==> src/include/fsp_pkg.sv <==
/*
 * shared constants and types of the flash self-program sequencer:
 * unlock keys, erased word value, timing figures and state codes.
 * assumes a 10 MHz system clock feeding every block that imports it.
 */
package fsp_pkg;
    // ------------------------------------------------------------
    // widths and values
    // ------------------------------------------------------------
    localparam int ADDR_W = 15;
    localparam int DATA_W = 14;
    localparam logic [7:0] KEY_FIRST = 8'h55;
    localparam logic [7:0] KEY_SECOND = 8'hAA;
    localparam logic [13:0] ERASED_WORD = 14'h3FFF;

    // ------------------------------------------------------------
    // timing
    // ------------------------------------------------------------
    localparam int CLK_PERIOD_NS = 100;
    localparam int ERASE_TIME_MS = 2;
    // typical figure, rounded down to whole cycles
    localparam int ERASE_CYCLES_DEF = (ERASE_TIME_MS * 1000000) / CLK_PERIOD_NS;
    localparam int PROG_CYCLES_DEF = 20000;
    localparam int SETUP_CYCLES = 2;
    localparam int CNT_W = 16;

    // ------------------------------------------------------------
    // reset values and codes
    // ------------------------------------------------------------
    localparam logic [1:0] KEY_NONE = 2'h0;
    localparam logic [1:0] KEY_HALF = 2'h1;
    localparam logic [1:0] KEY_BOTH = 2'h2;
    localparam logic [1:0] OP_LOAD = 2'h0;
    localparam logic [1:0] OP_ERASE = 2'h1;
    localparam logic [1:0] OP_PROG = 2'h2;

    typedef enum logic [4:0] {
        ST_IDLE = 5'h01,
        ST_SETUP = 5'h02,
        ST_ERASE = 5'h04,
        ST_PROG = 5'h08,
        ST_WAIT = 5'h10
    } fsp_state_t;
endpackage : fsp_pkg
==> src/core/fsp_latch_bank.sv <==
/*
 * write latch bank: one word per latch, loaded singly, read by index,
 * all reset to the erased word together.
 * assumes index and strobes come from logic on the same clock.
 */
`timescale 1ns/1ns
module fsp_latch_bank
    import fsp_pkg::*;
#(
    parameter int LATCHES = 8,
    parameter int LAT_BITS = 3
) (
    input wire logic clk,
    input wire logic rst_b,
    input wire logic ld_en,
    input wire logic [LAT_BITS-1:0] ld_idx,
    input wire logic [DATA_W-1:0] ld_data,
    input wire logic clr_all,
    input wire logic [LAT_BITS-1:0] rd_idx,
    output logic [DATA_W-1:0] rd_data
);
    typedef struct packed {
        logic [LATCHES-1:0][DATA_W-1:0] word;
    } fsp_bank_t;

    fsp_bank_t q;
    fsp_bank_t d;

    // ------------------------------------------------------------
    // next state
    // ------------------------------------------------------------
    // clear wins over a load; both never come in one cycle anyway
    always_comb begin
        d = q;
        if (ld_en) begin
            d.word[ld_idx] = ld_data;
        end
        if (clr_all) begin
            for (int i = 0; i < LATCHES; i++) begin
                d.word[i] = ERASED_WORD;
            end
        end
    end

    always_ff @(posedge clk or negedge rst_b) begin
        if (!rst_b) begin
            q <= {LATCHES{ERASED_WORD}};
        end else begin
            q <= d;
        end
    end

    assign rd_data = q.word[rd_idx];
endmodule : fsp_latch_bank

==> src/core/fsp_sequencer.sv <==
/*
 * flash self-program sequencer: unlock keys, row erase, latch loads
 * and whole-block program, with core stall during erase and program.
 * assumes software writes arrive as one-cycle strobes on the same clock
 * and that a flash array outside takes erase and word-write strobes.
 */
`timescale 1ns/1ns
//
// Function
// - erase only whole rows while running
// - row-erase bit readable until erase ends
// - two setup cycles after trigger
// - stall core about 2 ms erasing
// - resume at third instruction after trigger
// - program never erases anything itself
// - program writes at most latch count words
// - latch block aligned, never crosses boundary
// - latches reset to 3FFF after program
// - latches-only trigger just loads one latch
// - normal trigger loads last latch, programs
// - whole latch block written, loaded or not
// - latch load and program need keys
module fsp_sequencer
    import fsp_pkg::*;
#(
    parameter int LATCHES = 8,
    parameter int ROW_WORDS = 32,
    parameter int ERASE_CYCLES = ERASE_CYCLES_DEF,
    parameter int PROG_CYCLES = PROG_CYCLES_DEF
) (
    input wire logic clk,
    input wire logic rst_b,
    input wire logic [6:0] nv_addr_high,
    input wire logic [7:0] nv_addr_low,
    input wire logic [5:0] nv_data_high,
    input wire logic [7:0] nv_data_low,
    input wire logic key_wr,
    input wire logic [7:0] key_data,
    input wire logic trig_wr,
    input wire logic row_erase_wr,
    input wire logic row_erase_wdata,
    input wire logic config_space_select,
    input wire logic program_memory_select,
    input wire logic program_write_enable,
    input wire logic latches_only_load,
    output logic trigger_bit,
    output logic row_erase_bit,
    output logic core_stall,
    output logic flash_erase_en,
    output logic flash_wr_en,
    output logic [ADDR_W-1:0] flash_addr,
    output logic [DATA_W-1:0] flash_wdata
);
    localparam int LAT_BITS = $clog2(LATCHES);
    localparam int ROW_BITS = $clog2(ROW_WORDS);

    typedef struct packed {
        fsp_state_t st;
        logic [1:0] key;
        logic [1:0] op;
        logic trig;
        logic free;
        logic stall;
        logic [CNT_W-1:0] cnt;
        logic [LAT_BITS-1:0] idx;
        logic [ADDR_W-LAT_BITS-1:0] base;
        logic erase_en;
        logic wr_en;
        logic [ADDR_W-1:0] addr;
        logic [DATA_W-1:0] wdata;
    } fsp_main_t;

    fsp_main_t q;
    fsp_main_t d;
    logic [ADDR_W-1:0] nv_addr;
    logic [DATA_W-1:0] nv_data;
    logic unlocked;
    logic setup_end;
    logic ld_en;
    logic clr_all;
    logic [DATA_W-1:0] rd_data;

    assign nv_addr = {nv_addr_high, nv_addr_low};
    assign nv_data = {nv_data_high, nv_data_low};
    assign unlocked = (q.key == KEY_BOTH) && program_write_enable;
    assign setup_end = (q.st == ST_SETUP) && (q.cnt == '0);
    assign ld_en = setup_end && (q.op != OP_ERASE);
    assign clr_all = (q.st == ST_WAIT) && (q.cnt == '0);

    fsp_latch_bank #(
        .LATCHES(LATCHES),
        .LAT_BITS(LAT_BITS)
    ) u_latch (
        .clk(clk),
        .rst_b(rst_b),
        .ld_en(ld_en),
        .ld_idx(nv_addr[LAT_BITS-1:0]),
        .ld_data(nv_data),
        .clr_all(clr_all),
        .rd_idx(q.idx),
        .rd_data(rd_data)
    );

    // ------------------------------------------------------------
    // sequencer next state
    // ------------------------------------------------------------
    always_comb begin
        d = q;
        d.erase_en = 1'b0;
        d.wr_en = 1'b0;
        // any other write breaks the key sequence
        if (key_wr) begin
            if (key_data == KEY_FIRST) begin
                d.key = KEY_HALF;
            end else if (key_data == KEY_SECOND && q.key == KEY_HALF) begin
                d.key = KEY_BOTH;
            end else begin
                d.key = KEY_NONE;
            end
        end
        if (trig_wr || row_erase_wr) begin
            d.key = KEY_NONE;
        end
        // progress bit only writable while idle, hardware owns it later
        if (row_erase_wr && q.st == ST_IDLE) begin
            d.free = row_erase_wdata;
        end
        case (q.st)
            ST_IDLE: begin
                // config space is not this block's job, trigger dropped
                if (trig_wr && unlocked && program_memory_select && !config_space_select) begin
                    d.trig = 1'b1;
                    d.st = ST_SETUP;
                    d.cnt = CNT_W'(SETUP_CYCLES - 1);
                    if (q.free) begin
                        d.op = OP_ERASE;
                    end else if (latches_only_load) begin
                        d.op = OP_LOAD;
                    end else begin
                        d.op = OP_PROG;
                    end
                end
            end
            ST_SETUP: begin
                d.cnt = q.cnt - 1'b1;
                if (q.cnt == '0) begin
                    d.base = nv_addr[ADDR_W-1:LAT_BITS];
                    d.idx = '0;
                    if (q.op == OP_ERASE) begin
                        d.erase_en = 1'b1;
                        d.addr = {nv_addr[ADDR_W-1:ROW_BITS], {ROW_BITS{1'b0}}};
                        d.stall = 1'b1;
                        d.cnt = CNT_W'(ERASE_CYCLES - 1);
                        d.st = ST_ERASE;
                    end else if (q.op == OP_LOAD) begin
                        d.trig = 1'b0;
                        d.st = ST_IDLE;
                    end else begin
                        d.stall = 1'b1;
                        d.st = ST_PROG;
                    end
                end
            end
            ST_ERASE: begin
                d.cnt = q.cnt - 1'b1;
                if (q.cnt == '0) begin
                    // progress bit drops at the end
                    d.free = 1'b0;
                    d.trig = 1'b0;
                    d.stall = 1'b0;
                    d.st = ST_IDLE;
                end
            end
            ST_PROG: begin
                d.erase_en = 1'b0;
                // every latch goes out, loaded or not
                d.wr_en = 1'b1;
                // address stays inside the latch block
                d.addr = {q.base, q.idx};
                d.wdata = rd_data;
                d.idx = q.idx + 1'b1;
                if (q.idx == LAT_BITS'(LATCHES - 1)) begin
                    d.cnt = CNT_W'(PROG_CYCLES - 1);
                    d.st = ST_WAIT;
                end
            end
            ST_WAIT: begin
                d.cnt = q.cnt - 1'b1;
                if (q.cnt == '0) begin
                    d.trig = 1'b0;
                    d.stall = 1'b0;
                    d.st = ST_IDLE;
                end
            end
            default: begin
                d.st = ST_IDLE;
            end
        endcase
    end

    always_ff @(posedge clk or negedge rst_b) begin
        if (!rst_b) begin
            q <= '{st: ST_IDLE, key: KEY_NONE, op: OP_LOAD, default: '0};
        end else begin
            q <= d;
        end
    end

    // outputs straight from the state flops
    assign trigger_bit = q.trig;
    assign row_erase_bit = q.free;
    assign core_stall = q.stall;
    assign flash_erase_en = q.erase_en;
    assign flash_wr_en = q.wr_en;
    assign flash_addr = q.addr;
    assign flash_wdata = q.wdata;
endmodule : fsp_sequencer

==> config.mk <==
export PLATFORM = sky130hd
export DESIGN_NAME = fsp_sequencer
export DESIGN_NICKNAME = d
export VERILOG_FILES = /design/src/include/fsp_pkg.sv /design/src/core/fsp_latch_bank.sv /design/src/core/fsp_sequencer.sv
export SDC_FILE = /design/constraint.sdc
export NUM_CORES = 1
export LEC_CHECK = 0
export BUFFER_PORTS_ARGS = -buffer_cell sky130_fd_sc_hd__buf_2
export CAP_MARGIN = 20
export CORE_MARGIN = 10
export CORE_UTILIZATION = 55
export CTS_BUF_LIST = sky130_fd_sc_hd__clkbuf_2
export DETAILED_ROUTE_END_ITERATION = 12
export GPL_TIMING_DRIVEN = 0
export HOLD_SLACK_MARGIN = 0.12
export PLACE_DENSITY = 0.8
export SYNTH_ARGS = -nofsm -noshare
export SYNTH_HDL_FRONTEND = slang
export SYNTH_SLANG_ARGS = --single-unit
==> constraint.sdc <==
create_clock -name clk -period 5.5 [get_ports clk]
set_input_delay 1.1 -clock clk [delete_from_list [all_inputs] [get_ports clk]]
set_output_delay 1.1 -clock clk [all_outputs]
set_load 0.1 [all_outputs]
# Word-level counts from Yosys, hierarchy flattened
# Cells that the tools add are included.
# word_totals
output_inout_bits,34
register_bits,186
wordCells,121
inputBits,47
# classes
magnitude_cmp,3
muxes,44
n_reduce_logical,29
n_addsub,2
eq_ne,22
# ops
operator,count
2-to-1 mux 112 bit,2
bitwise mux 112 bit,1
case mux 16 bit (4 select lines),1
2-to-1 mux 16 bit,3
binary-select mux 14 bit (select 3 bit),1
demux 14 bit (select 3 bit),1
2-to-1 mux 33 bit,1
2-to-1 mux 15 bit,2
case mux 15 bit (2 select lines),1
2-to-1 mux 14 bit,2
2-to-1 mux 5 bit,5
case mux 5 bit (4 select lines),1
logical NOT 16 bit,1
subtractor 16 x 1 -> 16 bit (second input constant),1
!= test 2 x 1 -> 1 bit (second input constant),7
2-to-1 mux 1 bit,12
2-to-1 mux 2 bit,6
logical AND 1 bit,10
equality test 8 x 7 -> 1 bit (second input constant),1
equality test 8 bit (second input constant),1
< comparator 3 x 4 -> 1 bit (second input constant),2
nonzero test 4 bit,2
AND reduction 7 bit,1
!= test 2 bit (second input constant),3
26 further kinds,32

# Depth between registers and ports, before layout
# depth
depth_word,7
depth_mapped,8
mapped_depth_nobuf,7

# Hierarchy
# A second synthesis with hierarchy kept.
# hier_totals
hier_cells,823
hier_area_um2,9567.9
# modules_own_cells
mod,instances,seq_area_each_um2,area_per_inst_um2,cells_each
fsp_latch_bank,1,2942.8,5841.9,451
fsp_sequencer,1,1853.0,3726.1,372

# Least setup slack after synthesis
# Ideal clock, no wire load.
# synth_timing
path_kind,register to register
start,register q[48] (netlist bit)
end,register q[34] (netlist bit)
period_less_slack_ps,2613
required_ps,5375
path_slack_ps,2887
path_stages_with_launch,6
n_path_buf,1
setup_time_ps,125
arrival_time_ps,2489
cell_sequence,dfrtp_1 > or4_2 > nor4_4 > nor2b_1 > buf_4 > mux2_2
# synth_via
elab_chain_cells,2
# synth_rtl
element,line_no,rtl
"start, declared",fsp_sequencer.sv:73,fsp_main_t q;
"start signal, assigned",fsp_sequencer.sv:203,"q <= '{st: ST_IDLE, key: KEY_NONE, op: OP_LOAD, default: '0};"
"start signal, assigned",fsp_sequencer.sv:205,q <= d;
logical NOT 16 bit,fsp_sequencer.sv:146,if (q.cnt == '0) begin
AND reduction 2 bit (no source line),-,
# Every way passes these cells.
# A chain may end at the register's enable or synchronous reset.

# Worst setup path in the final report
# layout_timing
start,register q[48] (netlist bit)
end,register q[40] (netlist bit)
# The elaborated chain is that of the path after synthesis.

==> flow_summary.yaml <==
floorplan:
  start_util: 0.557
  die_y_um: 152
  die_area_um2: 23100
  pin_count: 81
  die_x_um: 152
  num_rows: 48
  fp.coreArea_um2: 17200
grt:
  grt-ovfl-total: 0
  antenna_found_initial: 1
  grt_pass1_vias: 6587
  grt_pass1_wl_mm: 36.4
  grt_max_degree: 99
  track_usage: 0.192
synthesis:
  ys_warn_count: 0
  syn-num-nets: 875
  synth_cell_types: 61
  syn_area_um2: 9570
  ys_async_sr_fraction: 1.00
  synthFlopType: "dfstp_2"
  yosys_register_bits: 186
  postSynthCellCount: 824
  synth_edf_count: 0
  yosysSeqAreaShare: 0.501
  synth_area_per_cell_um2: 11.6
critical_path:
  cp_max_fo: 10
  worstSetupPathType: "reg2reg"
  cp.required_ns: 6.20
  crit_path_start_kind: "flip-flop"
  startpoint: "q[48]$_DFFE_PN0P_"
  rr_worst_depth: 5
  r2r_end: "q[40]$_DFFE_PN0P_"
  end_kind: "flip-flop"
  critical_path_arrival_ns: 3.75
  r2r_start: "q[48]$_DFFE_PN0P_"
  worst-r2r-setup-slack_ns: 2.46
detailed_routing:
  drt_pass1_iterations: 5
  antenna_left: 0
  wl_per_cell_um: 19.3
  viasPerCell: 5.76
  routed_wl_mm: 22.2
  vias: 6614
  drc_errors: 0
  drt_iter0_drc: 451
timing:
  relSlewSlack: 0.303
  hold_violations: 0
  finalSetupViolCount: 0
  min_period_ns: 3.04
  hold_slack_ns: 0.248
  finalWorstSetupSlack_ns: 2.46
  finalCritPeriodShare: 0.553
  fin_tns_setup_ns: 0
  grt_setup_unrepaired: "no"
  fmax_ghz: 0.329
  max_slew.worst_pin.slew_ns: 1.04
  fin_skew_ns: 0.0251
  slew_violations: 0
place:
  preCtsSetupSlack_ns: 2.52
  hpwl_mm: 15.4
  gp_congestion: 0.863
  port_buffers: 66
power_and_ir_drop:
  pwr_density_cell_nw_per_um2: 208
  total_power_mw: 2.17
  max-vdd-ir-drop_uv: 203
  p_leak_nw: 5.01
min_path:
  hold_path.class: "in2async"
run:
  cap_viol_max_count: 0
clocking:
  cts-resized-gates: 0
  cts.sinks: 186
  cts_setup_buffers: 0
  cts.clk_slew.worst_paths_ns: 0.26
  htree_levels: 4
  cts_root_buffer: "clkbuf_2"
  cts.path.max_buffers: 2
  holdBufCountCts: 0
  cts_tree: "done"
  cts_buffers: 17
  worstSkewPairLatency_ns: 0.80
layout:
  fill_cells: 1443
  final_common_cell: "nand2_1"
  area_growth_pct: 9.22
  final_cell_mix: "nand2_1, mux2i_1, dfstp_2"
  fin_util: 0.608
  drive_gt1_frac: 0.373
  fin_nets: 961
status:
  status: "finished clean"
## stage by stage
step,instances,area [um^2]
final,1149,10500
after global routing,1149,10500
after CTS,1148,10400
after detailed placement,1116,10200
after global placement,1115,10200
after floorplan,824,9570
## where the power goes
part	switching (mW)	leakage, nW	internal, mW
registers	0.00330	2.13	1.38
logic	0.0770	2.75	0.0271
clock network	0.508	0.131	0.177
total	0.588	5.01	1.58
## worst max-delay path, cell delays in order (launching register included)
cell     delay [ns]
dfrtp_1        0.52
or4_2          0.73
nor4_4         0.66
nor2b_1        0.43
buf_4          0.27
mux2_2         0.34
## cell families (layout without fill, tap and decap cells)
logic type                 Yosys count  in the layout  share of synthesized area
DFF                                186            186                      0.501
xor gates and xnor gates             4              4                    0.00366
and+or+nand+nor                    264            264                      0.134
other                                0              1                          0
adders and majority gates            4              4                    0.00523
AOI/OAI and AO/OA                   97             97                     0.0649
buffers and inverters               99            198                     0.0748
muxes                              170            170                      0.216
## flip-flops by register name, indices dropped and copies added, names as in the netlist
register	count
flash_erase_en	1
q	40
u_latch.q	112
flash_addr	15
flash_wr_en	1
trigger_bit	1
flash_wdata	14
core_stall	1
row_erase_bit	1
## cell type report
class	count	area, um^2	share of cell area
flip-flops and latches	186	4800	0.459
multi-input cells	539	4060	0.388
clock buffers	18	90.1	0.00862
clock inverters	14	140	0.0134
well taps	225	282	0.0269
repair buffers	67	368	0.0352
inverters	6	22.5	0.00216
diodes	1	2.50	0.000239
plain buffers	93	693	0.0663
## Yosys cell counts (3+ instances only)
library cell	number	area [um^2]
nor4_1	6	37.5
nand2_1	164	616
and4b_1	4	40.0
nand4_2	6	75.1
a21o_1	5	37.5
buf_6	15	169
nand3_1	6	30.0
o22ai_1	8	50.1
dfstp_2	113	2970
nor2b_1	4	25.0
nor2_1	26	97.6
or2_2	3	18.8
mux2i_1	127	1270
a31oi_1	14	87.6
o21ai_0	30	150
o31ai_1	5	37.5
xnor2_1	4	35.0
clkbuf_8	5	68.8
ha_1	4	50.1
mux2_2	15	169
a21oi_1	12	60.1
mux4_2	28	631
inv_1	6	22.5
nor3b_1	3	22.5
dfrtp_1	73	1830
clkbuf_4	10	75.1
buf_1	4	15.0
buf_4	30	225
a22o_1	14	123
clkbuf_1	24	90.1
clkdlybuf4s50_2	4	45.0
nor3_1	12	60.1
nor4bb_1	3	30.0
## per-layer routing
layer  up-vias  GRT usage  routed length (um)
li1       3069          -                   -
met1      3353      0.259               10100
met2       168      0.307               10600
met3        24     0.0398                1080
met4         0     0.0587                 346
met5         -          0                   0
## worst max path at each step
| stage | endpoint | depth (start not counted) |
|---|---|---|
| after global routing | q[38]$_DFFE_PN0P_ | 5 |
| after floorplan | q[34]$_DFFE_PN0P_ | 5 |
| after CTS | q[38]$_DFFE_PN0P_ | 5 |
| after detailed placement | q[35]$_DFFE_PN0P_ | 5 |
| after global placement | flash_wdata[8]$_DFFE_PN0P_ | 1 |
| final | q[40]$_DFFE_PN0P_ | 5 |
No activity file was read; power rests on OpenSTA's default activity.
